==> config.mk <==
export PLATFORM = sky130hd
export DESIGN_NAME = lpcg_top
export DESIGN_NICKNAME = d
export VERILOG_FILES = /design/src/rtl/lpcg_pkg.sv /design/src/rtl/lpcg_top.sv /design/src/rtl/lpcg_reg_bank.sv
export VERILOG_INCLUDE_DIRS = /design/src /design/src/rtl
export SDC_FILE = /design/constraint.sdc
export NUM_CORES = 1
export LEC_CHECK = 0
export BUFFER_PORTS_ARGS = -buffer_cell sky130_fd_sc_hd__buf_4
export CORE_UTILIZATION = 49
export DETAILED_ROUTE_END_ITERATION = 6
export PLACE_DENSITY = 0.85
export RECOVER_POWER = 25
export SYNTH_ARGS = -nofsm -noshare
export SYNTH_HDL_FRONTEND = slang
export SYNTH_SLANG_ARGS = --single-unit
export TNS_END_PERCENT = 20
==> constraint.sdc <==
create_clock -name clk_i -period 3.9 [get_ports clk_i]
set_clock_uncertainty 0.1 [all_clocks]
set_input_delay 0.78 -clock clk_i [delete_from_list [all_inputs] [get_ports clk_i]]
set_output_delay 0.78 -clock clk_i [all_outputs]
set_load 0.03 [all_outputs]
==> src/rtl/lpcg_defs.svh <==
`ifndef LPCG_DEFS_SVH
`define LPCG_DEFS_SVH

// Register byte offsets on the register bus
`define LPCG_OFS_GATE     32'h0000_0000
`define LPCG_OFS_IRQMASK  32'h0000_0004
`define LPCG_OFS_STATUS   32'h0000_0008

// Field widths
`define LPCG_NUM_IRQ      26
`define LPCG_NUM_PULSE    8
`define LPCG_NUM_PERIPH   15

// Reset values: every peripheral clock runs, every request line may wake
`define LPCG_GATE_RST     15'h7fff
`define LPCG_IRQMASK_RST  26'h3ff_ffff

// Status register field positions
`define LPCG_ST_LIGHT     0
`define LPCG_ST_DEEP      1
`define LPCG_ST_WAKING    2
`define LPCG_ST_EVKIND    3
`define LPCG_ST_EVPEND    4
`define LPCG_ST_DEEPSEL   5

`endif

==> src/rtl/lpcg_pkg.sv <==
`include "lpcg_defs.svh"

package lpcg_pkg;

  typedef enum logic [1:0] {
    LPCG_RUN,
    LPCG_LIGHT,
    LPCG_DEEP,
    LPCG_WAKE
  } lpcg_state_e;

  typedef struct packed {
    logic [31:0] adr;
    logic        we;
    logic [3:0]  sel;
    logic [31:0] dat;
  } lpcg_wb_req_s;

  typedef struct packed {
    logic cpu;
    logic ahb;
    logic apb;
    logic mem;
  } lpcg_core_clk_s;

  typedef struct packed {
    logic                       random_gen_clock;
    logic                       watchdog_clock;
    logic [`LPCG_NUM_PULSE-1:0] pulse_clocks;
    logic                       timer_clock_1;
    logic                       timer_clock_0;
    logic                       async_serial_clock;
    logic                       sync_serial_clock;
    logic                       converter_clock;
  } lpcg_periph_clk_s;

endpackage

==> src/rtl/lpcg_top.sv <==
// The implementer's own choices: register access over Wishbone and the register addresses.
`timescale 1ns/1ps
`include "lpcg_defs.svh"

module lpcg_top #(
  parameter int NUM_IRQ    = `LPCG_NUM_IRQ,
  parameter int NUM_PERIPH = `LPCG_NUM_PERIPH
) (
  input  wire logic                      clk_i,
  input  wire logic                      rst_i,
  // Wishbone classic slave
  input  wire logic                      wb_cyc_i,
  input  wire logic                      wb_stb_i,
  input  wire lpcg_pkg::lpcg_wb_req_s    wb_req_i,
  output logic                           wb_ack_o,
  output logic [31:0]                    wb_dat_o,
  // Core side, same clock
  input  wire logic                      wait_for_interrupt_entry_i,
  input  wire logic                      wait_for_event_entry_i,
  input  wire logic                      deep_sleep_select_i,
  input  wire logic [NUM_IRQ-1:0]        irq_i,
  input  wire logic                      nmi_i,
  input  wire logic                      dma_done_i,
  output logic                           wakeup_event_o,
  // Clock gate enables
  output lpcg_pkg::lpcg_core_clk_s       core_clk_en_o,
  output lpcg_pkg::lpcg_periph_clk_s     periph_clk_en_o
);
  import lpcg_pkg::*;

  // The reset mask constant covers only the documented lines; the read mux pads to 32 bits
  if (NUM_IRQ < 1 || NUM_IRQ > `LPCG_NUM_IRQ) begin : g_bad_irq
    $error("lpcg_top: NUM_IRQ must be 1 to 26");
  end
  // The gate register maps bit for bit onto the peripheral enable struct
  if (NUM_PERIPH != $bits(lpcg_periph_clk_s)) begin : g_bad_periph
    $error("lpcg_top: NUM_PERIPH must equal the peripheral enable struct width");
  end

  lpcg_state_e            state_ff;
  lpcg_state_e            nxt_state;
  lpcg_core_clk_s         nxt_core_clk;
  logic                   ev_kind_ff;
  logic                   nxt_ev_kind;
  logic                   ev_pend_ff;
  logic                   ev_consume;
  logic [NUM_PERIPH-1:0]  gate_q;
  logic [NUM_IRQ-1:0]     irq_mask_q;
  logic                   wb_ack_ff;
  logic [31:0]            wb_dat_ff;

  // Bus decode; ack comes one cycle after the request and drops the cycle after
  wire        bus_req     = wb_cyc_i & wb_stb_i & ~wb_ack_ff;
  wire        bus_wr      = bus_req & wb_req_i.we;
  wire        hit_gate    = (wb_req_i.adr == `LPCG_OFS_GATE);
  wire        hit_irqmask = (wb_req_i.adr == `LPCG_OFS_IRQMASK);
  wire        hit_status  = (wb_req_i.adr == `LPCG_OFS_STATUS);
  wire        wr_gate     = bus_wr & hit_gate;
  wire        wr_irqmask  = bus_wr & hit_irqmask;

  // Live flags for software; the deep select bit is the core's level as it stands now
  logic [31:0] status_word;

  always_comb begin
    status_word                   = 32'h0000_0000;
    status_word[`LPCG_ST_LIGHT]   = (state_ff == LPCG_LIGHT);
    status_word[`LPCG_ST_DEEP]    = (state_ff == LPCG_DEEP);
    status_word[`LPCG_ST_WAKING]  = (state_ff == LPCG_WAKE);
    status_word[`LPCG_ST_EVKIND]  = ev_kind_ff;
    status_word[`LPCG_ST_EVPEND]  = ev_pend_ff;
    status_word[`LPCG_ST_DEEPSEL] = deep_sleep_select_i;
  end

  // Unmapped addresses read as zero and ignore writes
  wire [31:0] rd_mux = hit_gate    ? {17'h0_0000, gate_q} :
                       hit_irqmask ? {{(32-NUM_IRQ){1'b0}}, irq_mask_q} :
                       hit_status  ? status_word : 32'h0000_0000;

  // Peripheral gate enables, one bit per clock
  lpcg_reg_bank #(
    .WIDTH     (NUM_PERIPH),
    .RESET_VAL (`LPCG_GATE_RST)
  ) u_gate (
    .clk_i   (clk_i),
    .rst_i   (rst_i),
    .wr_i    (wr_gate),
    .sel_i   (wb_req_i.sel),
    .wdata_i (wb_req_i.dat),
    .q_o     (gate_q)
  );

  // Per-line wake mask for the maskable request lines
  lpcg_reg_bank #(
    .WIDTH     (NUM_IRQ),
    .RESET_VAL (NUM_IRQ'(`LPCG_IRQMASK_RST))
  ) u_irqmask (
    .clk_i   (clk_i),
    .rst_i   (rst_i),
    .wr_i    (wr_irqmask),
    .sel_i   (wb_req_i.sel),
    .wdata_i (wb_req_i.dat),
    .q_o     (irq_mask_q)
  );

  // The non-maskable line wakes from any interrupt wait, but not from an event wait; masked lines are ignored for wake only
  wire irq_wake   = (|(irq_i & irq_mask_q)) | nmi_i;
  wire wake_hit   = ev_kind_ff ? ev_pend_ff : irq_wake;
  wire sleeping   = (state_ff == LPCG_LIGHT) | (state_ff == LPCG_DEEP);
  // An event latched before the wait makes the wait fall straight through
  wire wfe_skip   = (state_ff == LPCG_RUN) & wait_for_event_entry_i & ev_pend_ff;
  // A wait for event with an event already latched is no entry at all
  wire sleep_entry = wait_for_interrupt_entry_i | (wait_for_event_entry_i & ~ev_pend_ff);

  assign ev_consume = wfe_skip | (sleeping & ev_kind_ff & ev_pend_ff);

  // Set wins: a completion in the cycle that consumes the old event stays latched
  wire nxt_ev_pend = dma_done_i | (ev_pend_ff & ~ev_consume);

  always_comb begin
    nxt_state    = state_ff;
    nxt_ev_kind  = ev_kind_ff;
    nxt_core_clk = core_clk_en_o;
    case (state_ff)
      // Run: every core clock on; a wait pulse picks light or deep sleep
      LPCG_RUN: begin
        nxt_core_clk = '{cpu: 1'b1, ahb: 1'b1, apb: 1'b1, mem: 1'b1};
        if (sleep_entry) begin
          nxt_ev_kind      = ~wait_for_interrupt_entry_i;
          nxt_core_clk.cpu = 1'b0;
          if (deep_sleep_select_i) begin
            nxt_state        = LPCG_DEEP;
            nxt_core_clk.ahb = 1'b0;
            nxt_core_clk.apb = 1'b0;
            nxt_core_clk.mem = 1'b0;
          end else begin
            nxt_state = LPCG_LIGHT;
          end
        end
      end
      // Asleep: the peripheral gates stay as software left them
      LPCG_LIGHT, LPCG_DEEP: begin
        if (wake_hit) begin
          nxt_state    = LPCG_WAKE;
          nxt_core_clk = '{cpu: 1'b0, ahb: 1'b1, apb: 1'b1, mem: 1'b1};
        end
      end
      // Buses had one cycle to settle; every wake pays it, even from light sleep
      LPCG_WAKE: begin
        nxt_state    = LPCG_RUN;
        nxt_core_clk = '{cpu: 1'b1, ahb: 1'b1, apb: 1'b1, mem: 1'b1};
      end
      // Unreachable: every 2-bit code is a state; no power-off state exists, fall back to run
      default: begin
        nxt_state    = LPCG_RUN;
        nxt_core_clk = '{cpu: 1'b1, ahb: 1'b1, apb: 1'b1, mem: 1'b1};
      end
    endcase
  end

  // Sleep sequencer and the registered clock enables
  always_ff @(posedge clk_i) begin
    if (rst_i) begin
      state_ff      <= LPCG_RUN;
      core_clk_en_o <= '{cpu: 1'b1, ahb: 1'b1, apb: 1'b1, mem: 1'b1};
      ev_kind_ff    <= 1'b0;
    end else begin
      state_ff      <= nxt_state;
      core_clk_en_o <= nxt_core_clk;
      ev_kind_ff    <= nxt_ev_kind;
    end
  end

  // Event latch: a completion in the consuming cycle is kept, set wins
  always_ff @(posedge clk_i) begin
    if (rst_i) begin
      ev_pend_ff     <= 1'b0;
      wakeup_event_o <= 1'b0;
    end else begin
      ev_pend_ff     <= nxt_ev_pend;
      wakeup_event_o <= dma_done_i;
    end
  end

  always_ff @(posedge clk_i) begin
    if (rst_i) begin
      wb_ack_ff <= 1'b0;
    end else begin
      wb_ack_ff <= bus_req;
    end
  end

  // Read data is zero outside the ack cycle, so several slaves can share one return bus
  always_ff @(posedge clk_i) begin
    if (rst_i) begin
      wb_dat_ff <= 32'h0000_0000;
    end else begin
      wb_dat_ff <= (bus_req && !wb_req_i.we) ? rd_mux : 32'h0000_0000;
    end
  end

  assign wb_ack_o        = wb_ack_ff;
  assign wb_dat_o        = wb_dat_ff;
  // Not forced off in sleep: a running peripheral may be the one that raises the wake
  assign periph_clk_en_o = lpcg_periph_clk_s'(gate_q);

endmodule

==> src/rtl/lpcg_reg_bank.sv <==
`timescale 1ns/1ps
// Byte-lane writable register of WIDTH bits, low-aligned in a 32-bit word
module lpcg_reg_bank #(
  parameter int               WIDTH     = 15,
  parameter logic [WIDTH-1:0] RESET_VAL = '1
) (
  input  wire logic             clk_i,
  input  wire logic             rst_i,
  input  wire logic             wr_i,
  input  wire logic [3:0]       sel_i,
  input  wire logic [31:0]      wdata_i,
  output logic      [WIDTH-1:0] q_o
);

  // Each register sits low-aligned in one bus word
  if (WIDTH < 1 || WIDTH > 32) begin : g_bad_width
    $error("lpcg_reg_bank: WIDTH must be 1 to 32");
  end

  genvar i;
  generate
    for (i = 0; i < WIDTH; i++) begin : g_bit
      wire lane_wr = wr_i & sel_i[i/8];
      always_ff @(posedge clk_i) begin
        if (rst_i) begin
          q_o[i] <= RESET_VAL[i];
        end else if (lane_wr) begin
          q_o[i] <= wdata_i[i];
        end
      end
    end
  endgenerate

endmodule

==> results of run 1 <==
[synth_stat cells]
master	n	area (µm²)
sky130_fd_sc_hd__nor4_1	7	43.8
sky130_fd_sc_hd__a211oi_1	3	22.5
sky130_fd_sc_hd__a311oi_1	1	8.76
sky130_fd_sc_hd__nand3_1	3	15.0
sky130_fd_sc_hd__o22a_1	1	8.76
sky130_fd_sc_hd__nand2_4	1	11.3
sky130_fd_sc_hd__or2_2	1	6.26
sky130_fd_sc_hd__buf_6	1	11.3
sky130_fd_sc_hd__a211o_1	15	131
sky130_fd_sc_hd__a2111oi_0	4	35.0
sky130_fd_sc_hd__a22o_1	14	123
sky130_fd_sc_hd__nor3_1	5	25.0
sky130_fd_sc_hd__clkbuf_2	1	5.00
sky130_fd_sc_hd__a21oi_1	8	40.0
sky130_fd_sc_hd__clkbuf_1	11	41.3
sky130_fd_sc_hd__and3_1	29	181
sky130_fd_sc_hd__nand2_1	61	229
sky130_fd_sc_hd__mux2i_1	1	10.0
sky130_fd_sc_hd__ha_1	5	62.6
sky130_fd_sc_hd__a221oi_1	5	43.8
sky130_fd_sc_hd__nor2_2	1	6.26
sky130_fd_sc_hd__nor2b_1	6	37.5
sky130_fd_sc_hd__a41o_1	1	10.0
sky130_fd_sc_hd__and2_1	4	25.0
sky130_fd_sc_hd__dfxtp_1	75	1500
sky130_fd_sc_hd__nand4_1	4	25.0
sky130_fd_sc_hd__inv_1	5	18.8
sky130_fd_sc_hd__a22oi_1	3	22.5
sky130_fd_sc_hd__nor2_1	15	56.3
sky130_fd_sc_hd__buf_4	9	67.6
sky130_fd_sc_hd__buf_2	5	25.0
sky130_fd_sc_hd__conb_1	1	3.75
sky130_fd_sc_hd__a41oi_1	2	17.5
sky130_fd_sc_hd__nand3b_1	8	60.1
sky130_fd_sc_hd__nand2_2	1	6.26
sky130_fd_sc_hd__a31oi_1	18	113
sky130_fd_sc_hd__buf_8	1	15.0
sky130_fd_sc_hd__nand2b_1	4	25.0
sky130_fd_sc_hd__nor4_4	1	21.3
[stage by stage]
| stage | cell area [µm²] | instances | power, mW |
|---|---|---|---|
| 3_5_place_dp | 4160 | 539 | 1.09 |
| 4_1_cts | 4360 | 555 | 1.69 |
| 2_1_floorplan | 3130 | 346 | 0.972 |
| 5_1_grt | 4260 | 555 | 1.75 |
| 3_3_place_gp | 4160 | 539 | 1.08 |
| 6_report | 4260 | 555 | 1.68 |
[power breakdown]
group          internal, mW  leakage [nW]  total, mW  switching [mW]
Combinational         0.133          1.32      0.274           0.141
Sequential            0.784         0.608      0.799          0.0157
Clock                 0.330         0.106      0.610           0.280
[worst min-delay path by stage]
stage	end	slack [ns]	cells past startpoint
2_1_floorplan	u_irqmask.q_o[15]	0.33	2
3_3_place_gp	u_irqmask.q_o[15]	0.35	2
3_5_place_dp	u_irqmask.q_o[15]	0.34	2
4_1_cts	u_irqmask.q_o[15]	0.36	2
5_1_grt	u_irqmask.q_o[14]	0.39	2
6_report	u_irqmask.q_o[15]	0.36	2
[worst max-delay path: cells and delay by family]
family | cells | cell delay, ns
buffers and inverters | 2 | 1.80
AND/OR/NAND/NOR | 2 | 0.39
AO/OA/AOI/OAI | 1 | 0.27
[cells by family (layout without fill, tap and decap cells)]
family                   Yosys count  in the layout  synth area share (%)
adder cells (fa/ha/maj)            5              5                  2.01
other                              1              6                 0.121
flip-flops                        75             75                  48.3
AND/OR/NAND/NOR                  151            151                  24.9
buffers and inverters             33            167                  5.91
AO/OA/AOI/OAI                     75             75                  18.5
multiplexers                       1              1                 0.322
[cell type report]
type                    instances  area, µm²
clock buffers                  12        155
clock inverters                 4       48.8
fillers                       498       1770
inverters                       5       18.8
multi-input cells             238       1450
flip-flops and latches         75       1500
well taps                      75       93.8
repair buffers                146        995
[flip-flops by register name, summed over array words and instances, names as in the netlist]
name and flops:
ev_pend_ff 1, core_clk_en_o 2, wb_dat_o 26, wakeup_event_o 1, ev_kind_ff 1, u_gate.q_o 15
wb_ack_o 1, u_irqmask.q_o 26, state_ff 2
[per-layer routing]
| layer | wire (µm) | share of wire (%) | vias to the layer above |
|---|---|---|---|
| met2 | 4460 | 50 | 148 |
| met4 | 109 | 1.2 | 0 |
| met5 | 0 | 0 | - |
| li1 | - | - | 1495 |
| met1 | 3680 | 41 | 1416 |
| met3 | 655 | 7.4 | 8 |
==> run summary, run 1 <==
Once detailed placement completed, the half-perimeter wirelength came to 6750 µm. CTS built an H-tree with a depth of 3. The wire length after detailed routing was 8900 µm. The shortest clock period the worst path allows after layout works out to 3.12 ns. The count of max-cap constraint violations came out at 1.

Counting every sink on the clock net gives 75. The tools report the root buffer cell as sky130_fd_sc_hd__clkbuf_8. In this run the most critical hold path is launched from u_irqmask.q_o[15].

Buffers inserted to repair hold after CTS numbered 0. The worst setup path category is in -> reg. The worst path uses 80.0% of the clock period.

TritonCTS built the clock tree. The initial detailed-routing violation count was 196; the routed wirelength normalized by instance count was 16.0 µm. The number of antenna violations at the first check in global routing is 0, and the worst setup slack after layout is 0.779 ns.

The critical-path cell with the highest stage delay was sky130_fd_sc_hd__clkbuf_1. Prior to clock tree synthesis, the placed netlist has a worst setup slack of 0.894 ns. In this run the worst hold path is classified as reg -> reg. The number of antenna diodes in the final layout is 0.

In this run the core area contains 28 standard-cell rows. The logs give 0 for the remaining antenna violation count and 4.03 ns for the required time at the worst-slack endpoint. For this run, global-route usage on met2 was measured as 48.0%. The flow ran to the end, but the final reports show violations.

Entering global routing, the biggest net connects 54 pins. The highest net fanout along the worst path was 53; the via count of the first global-routing pass was 2,876. The power density over the cells was 395 nW/µm²; the clock-pin slew on the worst setup and hold paths was 0.08 ns.

Growth of design area from synthesis to finish: 36.8%. The tools report the portion of the post-synthesis area used by sequential elements as 48.3%. The tools report the capture point of the worst reg-to-reg path as u_irqmask.q_o[21].

Synthesis inferred 75 register bits. The checks that failed: capacitance limit, slew limit. The highest cell delay on the worst timing path is 1.51 ns, and the number of detailed-route iterations in the first pass is 4.

The logs give 2 for the largest buffer count on any clock path and 9 for the CTS buffer count. On the final layout, the worst hold slack is 0.361 ns. The clock reaches the later pin of the worst-skew pair after 0.34 ns. Static timing analysis puts the maximum clock frequency at 320 MHz.

The library cell used most frequently in the layout, excluding fill and tap cells, is sky130_fd_sc_hd__buf_4. For the wire length of the first global-routing pass, the log shows 13,500 µm. After synthesis the cells add up to 3110 µm².

After detailed routing, the number of remaining DRC violations is 0. Summed over all cells, the static leakage comes to 2.04 nW. Counting distinct cell types in the post-synthesis netlist gives 39. The fraction of final layout cells sized beyond drive strength 1 is 29.0%. Setup slack of the most critical reg-to-reg path: 1.84 ns. Setup violations remaining at the end of the flow were counted as 0.

The run gives 3,067 as the number of vias after detailed routing. Data arrives at the worst endpoint at 3.25 ns. Startpoint of the lowest-slack register-to-register path: wb_ack_o. Yosys printed 0 warnings.

Once the floorplan was initialized, standard cells occupied 51.6% of the core. The placeable core region was 6030 µm²; the number of instances resized during post-cts repair was 0. For the pin with the worst max-slew slack, the measured transition is 2.16 ns. The mean number of vias per cell is 5.53. After global routing, the most crowded layer is met2. The number of setup buffers added after CTS is 0.

The critical path ends at wb_dat_o[13]. For the post-synthesis instance total, the log shows 341. The final RePlAce weighted congestion is 0.812.

Input and output buffers added on the ports amount to 144. The met3 global-route usage came out at 7.11%. After global routing the overflow that remains totals 0. Across the VDD grid, the largest voltage drop is 0.000294 V. The tools report the accumulated negative setup slack as 0 ns.

Setup repair after global routing left no endpoint under its margin. The most critical setup path has its startpoint at rst_i. During I/O placement, the number of pins put on the boundary was 157. Counting cells, the worst reg-to-reg path comes to 6.

Walking the worst path, the cells encountered are clkbuf_1, nor2_1, buf_4, and2_1, a22o_1. Final hold violation count: 0. In the final design database the tool counted 584 nets. Measured on the finished design, the core utilization comes to 70.7%. The remaining max-slew budget at the tightest pin was -43.9%; the floorplan die width was 81.7 µm. The run gives 54 as the number of pins with negative max-slew slack in the final report. The die is 81.7 µm tall. Dividing the synthesized area by the synthesized cell count gives 9.13 µm². In the layout the commonest cells are sky130_fd_sc_hd__buf_4 (119), sky130_fd_sc_hd__dfxtp_1 (75), sky130_fd_sc_hd__nand2_1 (61). Global routing consumed, on the met1 layer, 32.3% of the routing resources.

The total die area is 6670 µm². The worst setup path is captured at a register. Global routing usage summed across all routing layers: 27.3%.

STA classifies the critical path startpoint as an input pin.
Note: power is estimated with default switching activity, not from simulation.
==> run 2: changes to the inputs <==
- ABC_AREA: not set -> 1
- CORE_UTILIZATION: 49 -> 42
- PLACE_DENSITY: 0.85 -> 0.76
- clock period: 3.9 -> 2.5 ns (I/O delays scaled with it)
==> run 2 against run 1 <==
Against the previous run:
- the flow now finishes without violations
- critical endpoint is now state_ff[0]
- setup slack got worse by 0.18 ns
- non-clock buffer count increased by 9
- combinational power increased by 80%
- via count increased by 20%
- register-to-register slack got worse by 1.2 ns
- sequential share of layout area decreased by 3.0 points
- sequential power increased by 56%
==> run summary, run 2 <==
The flow ran to the end, and the final reports show no timing, DRC or antenna violations. The count of buffers inserted at the top-level ports is 144 (unchanged). The CTS buffer count came out at 9 (unchanged). The combined area of all synthesized cells was 3430 µm² (was 3110 µm²). The setup fix buffers added after clock tree synthesis was 0 (unchanged); the total die area was 8520 µm² (was 6670 µm²).

The die height is 92.3 µm (was 81.7 µm). The proportion of register bits with asynchronous set or reset after synthesis was 0% (unchanged); the global routing usage summed across all routing layers was 22.7% (was 27.3%). The type of destination of the critical path was a register (unchanged). Derived from the worst setup path, the maximum achievable clock frequency is 527 MHz. The area share of the largest cell type after synthesis was 43.8% (was 48.3%); the fraction of final layout cells sized beyond drive strength 1 was 24.3% (was 29.0%). The worst setup path category was reg -> reg (was in -> reg). Critical path's top delay family: simple AND/OR/NAND/NOR gates (was buffers and inverters).

The count of clock tree sinks was 75 (unchanged). The flip-flop and latch count after synthesis is 75 (unchanged). The tools report the starting density of the core as 43.9% (was 51.6%). The growth of design area from synthesis to finish was 35.9% (was 36.8%).

The tools report the fraction of met1 tracks used by global routing as 29.5% (was 32.3%). The footprint of the multi-input gates was 1560 µm² (was 1450 µm²); the clock-pin slew on the worst setup and hold paths was 0.08 ns (about the same). The run gives 32 (was 28) as the number of cell rows. The power density over the cells works out to 571 nW/µm² (was 395 nW/µm²).

The final hold violation count is 0 (unchanged). TritonCTS built the clock tree. Critical-path cell with the highest stage delay: sky130_fd_sc_hd__dfxtp_1 (was sky130_fd_sc_hd__clkbuf_1). The yosys synthesis warning count came out at 0 (unchanged). For the final non-filler cell total, the log shows 732 (was 555). The part of the total power dissipated in combinational logic was 18.6% (was 16.3%).

Endpoint arrival time on the critical path: 2.04 ns (was 3.25 ns). Counting I/O delays and the setup requirement, the final critical path takes 1.90 ns. The remaining max-slew budget at the tightest pin is 48.5% (was -43.9%), and the final number of setup-violating endpoints is 0 (unchanged).

The number of antenna violations at the first check in global routing was 0 (unchanged). The logs give 46 (was 54) for the maximum number of pins on one net before global-route repair and 0.750 mW (was 0.437 mW) for the net switching power of the design. The root buffer cell is sky130_fd_sc_hd__clkbuf_8 (unchanged).

The post-placement cell count is 716 (was 539), and the mean number of vias per cell is 5.03 (was 5.53). The fraction of power consumed by sequential logic is 47.0% (was 47.5%). The logs give 3,684 (was 3,067) for the number of vias after detailed routing and 15,500 µm (was 13,500 µm) for the wire length of the first global-routing pass. Setup repair after global routing left no endpoint under its margin. Most used standard cell by instance count after synthesis: sky130_fd_sc_hd__nand2_1 (was sky130_fd_sc_hd__dfxtp_1). For the count of inserted antenna diode cells, the log shows 0 (unchanged). The tools report the distinct cell type count of the synthesized netlist as 26 (was 39).

The logs give 0.853 (was 0.812) for the final RePlAce weighted congestion and 786 (was 498) for the number of filler cells placed in the layout. CP Cell Sequence: inv_1, ha_1, nand3b_1, nor2_1, nand2_1, nor2_1, nand2_1, nand3_1, nand2_1, inv_1, nor2_1 (was clkbuf_1, nor2_1, buf_4, and2_1, a22o_1). The most common cell after layout, fill and taps aside is sky130_fd_sc_hd__buf_4 (unchanged). The via count of the first global-routing pass is 3,431 (was 2,876).

The tools report the largest voltage drop on the vdd net as 0.000313 V (was 0.000294 V). The number of levels in the clock H-tree is 3 (unchanged). Cell types with the highest counts after synthesis: sky130_fd_sc_hd__nand2_1 (123), sky130_fd_sc_hd__dfxtp_1 (75), sky130_fd_sc_hd__nand3_1 (72) (was sky130_fd_sc_hd__dfxtp_1 (75), sky130_fd_sc_hd__nand2_1 (61), sky130_fd_sc_hd__and3_1 (29)).

The run gives 1500 µm² (unchanged) as the flip-flop and latch area. Commonest non-fill, non-tap cells in the layout: sky130_fd_sc_hd__buf_4 (127), sky130_fd_sc_hd__nand2_1 (123), sky130_fd_sc_hd__dfxtp_1 (75) (was sky130_fd_sc_hd__buf_4 (119), sky130_fd_sc_hd__dfxtp_1 (75), sky130_fd_sc_hd__nand2_1 (61)). The internal cell power is 1.91 mW (was 1.25 mW). The count of flip-flops with a built-in enable after synthesis came out at 0 (unchanged). The transition time of the tightest slew-check pin is 0.771 ns (was 2.16 ns), and the combined buffer and inverter count along the critical path is 2 (unchanged). The portion of the post-synthesis area used by sequential elements is 43.8% (was 48.3%). The portion of total power attributed to the clock network was 34.5% (was 36.3%); the accumulated negative setup slack was 0 ns (unchanged). The global routing met2 resource utilization was 38.1% (was 48.0%). The busiest layer in global routing is met2 (unchanged).

Synthesized area per cell: 7.08 µm² (was 9.13 µm²). The number of placed I/O pins is 157 (unchanged), and the wire length after detailed routing is 9400 µm (was 8900 µm). The highest net fanout along the worst path came out at 6 (was 53). Routed wirelength normalized by instance count: 12.8 µm (was 16.0 µm). The cell taking the most area after synthesis was sky130_fd_sc_hd__dfxtp_1 (unchanged).

The net switching share of the total power was 28.2% (was 26.0%); the count of max-cap constraint violations was 0 (was 1). For the HPWL after detailed placement, the log shows 7350 µm (was 6750 µm). The number of pins with negative max-slew slack in the final report was 0 (was 54); the number of detailed-route iterations in the first pass was 6 (was 4). Leftover overflow at the end of global routing: 0 (unchanged). Number of instances resized during post-cts repair: 0 (unchanged). Hold buffer count at CTS: 0 (unchanged). The highest cell delay on the worst timing path was 0.36 ns (was 1.51 ns). The run gives 2 (unchanged) as the largest buffer count on any clock path.

The fraction of the cycle the final worst path needs is 75.9%. The placeable core region came out at 7810 µm² (was 6030 µm²). The met3 global-route usage came out at 3.61% (was 7.11%). Reported leakage power: 2.59 nW (was 2.04 nW). The path class of the lowest-slack min-delay path is in -> reg (was reg -> reg). The tools report the initial detailed-routing violation count as 159 (was 196).

Top cells by area in the synthesized netlist: sky130_fd_sc_hd__dfxtp_1 (44%), sky130_fd_sc_hd__nand2_1 (13%), sky130_fd_sc_hd__nand3_1 (11%), sky130_fd_sc_hd__nand4_1 (8.0%), sky130_fd_sc_hd__inv_1 (6.0%) (was sky130_fd_sc_hd__dfxtp_1 (48%), sky130_fd_sc_hd__nand2_1 (7.4%), sky130_fd_sc_hd__and3_1 (5.8%), sky130_fd_sc_hd__a211o_1 (4.2%), sky130_fd_sc_hd__a22o_1 (3.9%)). The post-synthesis instance total is 484 (was 341). The logs give 734 (was 584) for the number of nets at the end of the flow and 2.64 ns (was 4.03 ns) for the required time at the worst-slack endpoint.

Primary flip-flop cell chosen by synthesis mapping: sky130_fd_sc_hd__dfxtp_1 (unchanged). The floorplan die width is 92.3 µm (was 81.7 µm), and the final routed DRC violation total is 0 (unchanged). Sort of element at the start of the critical path: a register (was an input pin).

The clock latency on the worst-skew pair was 0.34 ns (about the same). Remaining antenna violation count: 0 (unchanged).
## run 2: changes by cell type in the layout (fill, tap and decap cells not counted), sizes merged, moves of 6 or more
cell    delta
nand3b     -7
a22o      -14
nand3     +71
nor4       -8
nand4     +40
nor2b      -6
o21ai     +10
nand2     +61
a211o     -15
inv       +53
buf        +8
nor2      +32
a31oi     -18
and3      -29
## run 2: layout make-up
class	instances	area share, %
Clock buffer	10	2.74
Sequential cell	75	32.3
Multi-Input combinational cell	327	33.4
Inverter	57	4.60
Clock inverter	6	1.40
Tap cell	102	2.74
Timing Repair Buffer	155	22.8
## run 2: cell families after synthesis
logic type,after synthesis,synth area share (%)
and+or+nand+nor,295,39.4
buffers and inverters,87,11.4
DFF,75,43.8
AOI/OAI and AO/OA,21,3.40
adders and majority gates,5,1.83
other,1,0.109
## run 2: power groups by stage
stage          Sequential (mW)  Clock (mW)  Combinational, mW
2_1_floorplan             1.29           0              0.282
3_3_place_gp              1.27           0              0.481
3_5_place_dp              1.28           0              0.490
4_1_cts                   1.25       0.928              0.491
5_1_grt                   1.25       0.981              0.551
6_report                  1.25       0.916              0.493
## run 2: layer usage
metal,routed length (µm),part of all wire [%]
met5,0,0
met3,682,7.3
met1,4040,43
met4,105,1.1
met2,4570,49
## run 2: metrics by stage
stage / hold WS, ns / util, % / setup slack [ns] / cell area, µm² / power (mW)
floorplan: 0.322 / - / 0.849 / 3440 / 1.57
global placement: 0.331 / 58.5 / 0.322 / 4570 / 1.75
detailed placement: 0.335 / 58.5 / 0.276 / 4570 / 1.77
CTS: 0.245 / 60.9 / 0.624 / 4760 / 2.67
global route: 0.259 / 59.6 / 0.396 / 4650 / 2.78
finish: 0.254 / 59.6 / 0.604 / 4650 / 2.66
## run 2: worst paths after layout
kind                      from        endpoint  slack, ns  cells past startpoint
min reg2reg  u_irqmask.q_o[22]    wb_dat_o[22]       0.34                      2
max                state_ff[0]     state_ff[0]       0.60                     11
max reg2reg        state_ff[0]     state_ff[0]       0.60                     11
min                      rst_i  wakeup_event_o       0.25                      2
==> run 3: changes to the inputs <==
- ABC_AREA: 1 -> 0
- CORE_UTILIZATION: 42 -> 45
- PLACE_DENSITY: 0.76 -> 0.79
- clock period: 2.5 -> 1.76 ns (I/O delays scaled with it)
==> run 3 against run 2 <==
Against the previous run:
- the flow now finishes with violations (setup timing)
- cell count decreased by 19%
- wire length increased by 5.1%
- core utilization up 15 points
- critical endpoint unchanged
- largest power group unchanged
==> run summary, run 3 (synthesized netlist as in run 1, its figures left out) <==
The count of inserted antenna diode cells is 0 (unchanged), and the wire length of the first global-routing pass is 14,800 µm (was 15,500 µm). The tools report the via count of the first global-routing pass as 3,092 (was 3,431). The number of pins with negative max-slew slack in the final report was 0 (unchanged); the net switching power of the design was 1.06 mW (was 0.750 mW). For the maximum number of pins on one net before global-route repair, the log shows 53 (was 46).

Largest buffer count on any clock path: 2 (unchanged). The remaining antenna violation count is 0 (unchanged). The worst min-delay path startpoint is wait_for_interrupt_entry_i (was rst_i). The number of cell instances on the worst register-to-register path came out at 7 (was 11). For the number of antenna violations at the first check in global routing, the log shows 0 (unchanged). The run gives 4 (was 6) as the number of detailed-route iterations in the first pass. The logs give 620 (was 734) for the number of nets at the end of the flow and 75 (unchanged) for the count of clock tree sinks.

The total die area came out at 7250 µm² (was 8520 µm²). Worst setup path category: reg -> reg (unchanged). The busiest layer in global routing is met2 (unchanged). The net switching share of the total power was 26.7% (was 28.2%). The flow ran to the end, but the final reports show violations. The fraction of the cycle the final worst path needs is 102% (was 75.9%). The final reports fail on setup timing. For the fraction of met1 tracks used by global routing, the log shows 32.0% (was 29.5%). Number of levels in the clock H-tree: 3 (unchanged).

The tools report the root buffer cell as sky130_fd_sc_hd__clkbuf_8 (unchanged). The transition time of the tightest slew-check pin works out to 0.504 ns (was 0.771 ns). The final RePlAce weighted congestion came out at 0.843 (was 0.853).

The largest voltage drop on the vdd net was 0.000600 V (was 0.000313 V); the power density over the cells was 818 nW/µm² (was 571 nW/µm²). The leftover overflow at the end of global routing came out at 0 (unchanged). For the CTS buffer count, the log shows 9 (unchanged).

The minimum setup slack after placement was -0.420 ns (was 0.276 ns); the floorplan die width was 85.2 µm (was 92.3 µm). For the setup slack of the most critical reg-to-reg path, the log shows -0.03 ns (was 0.60 ns). The logs give 1.98 ns (was 2.04 ns) for the endpoint arrival time on the critical path and 29 (was 32) for the number of cell rows.

The power after layout is 3.97 mW (was 2.66 mW), and the placeable core region is 6490 µm² (was 7810 µm²). The tools report the worst hold endpoint as ev_kind_ff (was wakeup_event_o). The final hold violation count is 0 (unchanged). Commonest non-fill, non-tap cells in the layout: sky130_fd_sc_hd__buf_4 (155), sky130_fd_sc_hd__dfxtp_1 (73), sky130_fd_sc_hd__nand2_1 (60) (was sky130_fd_sc_hd__buf_4 (127), sky130_fd_sc_hd__nand2_1 (123), sky130_fd_sc_hd__dfxtp_1 (75)). The accumulated negative setup slack is -0.0447 ns (was 0 ns). The HPWL after detailed placement is 7220 µm (was 7350 µm). Area of all placed cells without fillers: 4850 µm² (was 4650 µm²). The portion of total power attributed to the clock network was 35.2% (was 34.5%). The logs give 46.8% (was 38.1%) for the global routing met2 resource utilization and 105 (was 159) for the initial detailed-routing violation count. The highest cell delay on the worst timing path came out at 0.33 ns (was 0.36 ns). The number of vias after detailed routing came out at 3,244 (was 3,684).

The run gives 0 (unchanged) as the hold buffer count at CTS. The starting density of the core is 47.9% (was 43.9%). The number of instances on the worst hold path is 2 (unchanged). The run gives 0 (unchanged) as the final routed DRC violation total. The number of placed I/O pins is 157 (unchanged). The routed wirelength normalized by instance count came out at 16.7 µm (was 12.8 µm). CP Cell Sequence: a22o_1, a221oi_2, buf_4, nand4_1, o22a_4, a211oi_2, a41o_1 (was inv_1, ha_1, nand3b_1, nor2_1, nand2_1, nor2_1, nand2_1, nand3_1, nand2_1, inv_1, nor2_1). TritonCTS built the clock tree. For the part of the total power dissipated in combinational logic, the log shows 20.2% (was 18.6%).

The tools report the startpoint of the lowest-slack register-to-register path as u_irqmask.q_o[1] (was state_ff[0]). For the final non-filler cell total, the log shows 593 (was 732). The fraction of power consumed by sequential logic came out at 44.6% (was 47.0%). The most common cell after layout, fill and taps aside is sky130_fd_sc_hd__buf_4 (unchanged). Mean number of vias per cell: 5.47 (was 5.03). The die height was 85.2 µm (was 92.3 µm). The sort of element at the start of the critical path is a register (unchanged).

The count of max-cap constraint violations was 0 (unchanged); the growth of design area from synthesis to finish was 55.7% (was 35.9%). For the global routing usage summed across all routing layers, the log shows 26.7% (was 22.7%). The tools report the clock latency on the worst-skew pair as 0.35 ns (was 0.34 ns).

Capture point of the worst reg-to-reg path: state_ff[0] (unchanged). The type of destination of the critical path is a register (unchanged). Count of buffers inserted at the top-level ports: 144 (unchanged). Setup repair after global routing could not meet its margin everywhere. The critical-path cell with the highest stage delay was sky130_fd_sc_hd__dfxtp_1 (unchanged).

The highest net fanout along the worst path was 8 (was 6). The post-placement cell count was 575 (was 716). Path class of the lowest-slack min-delay path: in -> reg (unchanged). Worst setup slack after layout: -0.0342 ns (was 0.604 ns). The fraction of final layout cells sized beyond drive strength 1 was 41.7% (was 24.3%).

The tools report the placed standard-cell area as 4460 µm² (was 4570 µm²). The wire length after detailed routing is 9880 µm (was 9400 µm), and the final number of setup-violating endpoints is 2 (was 0). For the internal cell power, the log shows 2.91 mW (was 1.91 mW). The shortest clock period the worst path allows after layout was 1.79 ns (was 1.90 ns). The reported leakage power is 2.27 nW (was 2.59 nW), and the fmax is 557 MHz (was 527 MHz).

The remaining max-slew budget at the tightest pin is 66.4% (was 48.5%), and the required time at the worst-slack endpoint is 1.95 ns (was 2.64 ns). For the met3 global-route usage, the log shows 5.45% (was 3.61%). The clock-pin slew on the worst setup and hold paths came out at 0.07 ns (was 0.08 ns).
==> run 3: changes by cell type in the layout (fill, tap and decap cells not counted), sizes merged, moves of 29 or more <==
| cell | before | now |
|---|---|---|
| and3 | 0 | 29 |
| buf | 127 | 164 |
| inv | 58 | 5 |
| nand2 | 124 | 63 |
| nand3 | 74 | 3 |
| nand4 | 44 | 4 |
| nor2 | 48 | 16 |
==> run 3: stage by stage <==
stage / hold slack [ns] / utilization (%)
finish: 0.104 / 74.6
global route: 0.101 / 74.6
CTS: 0.0946 / 73.3
detailed placement: 0.358 / 68.7
global placement: 0.345 / 68.7
floorplan: 0.326 / -
==> run 3: routing by layer <==
layer	vias to the layer above	part of all wire, %
met5	-	0
met4	0	1.5
met3	15	7.7
met2	148	49
met1	1516	41
li1	1565	-
==> run 3: power groups by stage <==
stage	registers [mW]	logic, mW	clock network (mW)
after floorplan	1.83	0.328	0
after detailed placement	1.80	0.714	0
final	1.77	0.799	1.40
after global placement	1.80	0.705	0
after CTS	1.77	0.788	1.40
after global routing	1.78	0.865	1.47
==> run 3: worst max path at each step <==
stage,startpoint,to,slack [ns],cells past startpoint
final,u_irqmask.q_o[1],state_ff[0],-0.03,7
after global routing,wb_req_i[48],u_gate.q_o[8],-0.1,8
after CTS,wb_req_i[64],wb_dat_o[1],-0.001,7
after detailed placement,wb_req_i[64],u_gate.q_o[14],-0.42,8
after global placement,wb_req_i[58],wb_dat_o[3],-0.46,7
after floorplan,wb_req_i[68],u_gate.q_o[10],-0.1,8
==> run 3: cell type report <==
| class | count | area [µm²] |
|---|---|---|
| clock inverter | 4 | 47.5 |
| clock buffer | 12 | 165 |
| timing repair buffer | 182 | 1350 |
| fill | 460 | 1650 |
| inverter | 5 | 18.8 |
| tap | 77 | 96.3 |
| multi-input combinational | 238 | 1670 |
| sequential | 75 | 1500 |
==> run 3: critical path, delay by kind of cell (launching register included) <==
kind	cells	cell delay, ns
AO/OA/AOI/OAI	5	1.03
buffers and inverters	1	0.15
flip-flops	1	0.33
AND/OR/NAND/NOR	1	0.11
==> run 3: repair_timing <==
action | in CTS | in global routing
hold endpoints to repair | 0 | 0
resized for setup | 19 | 30
buffers inserted | 0 | 2
pin swaps | 7 | 9
endpoints found under the setup margin | 46 | 60
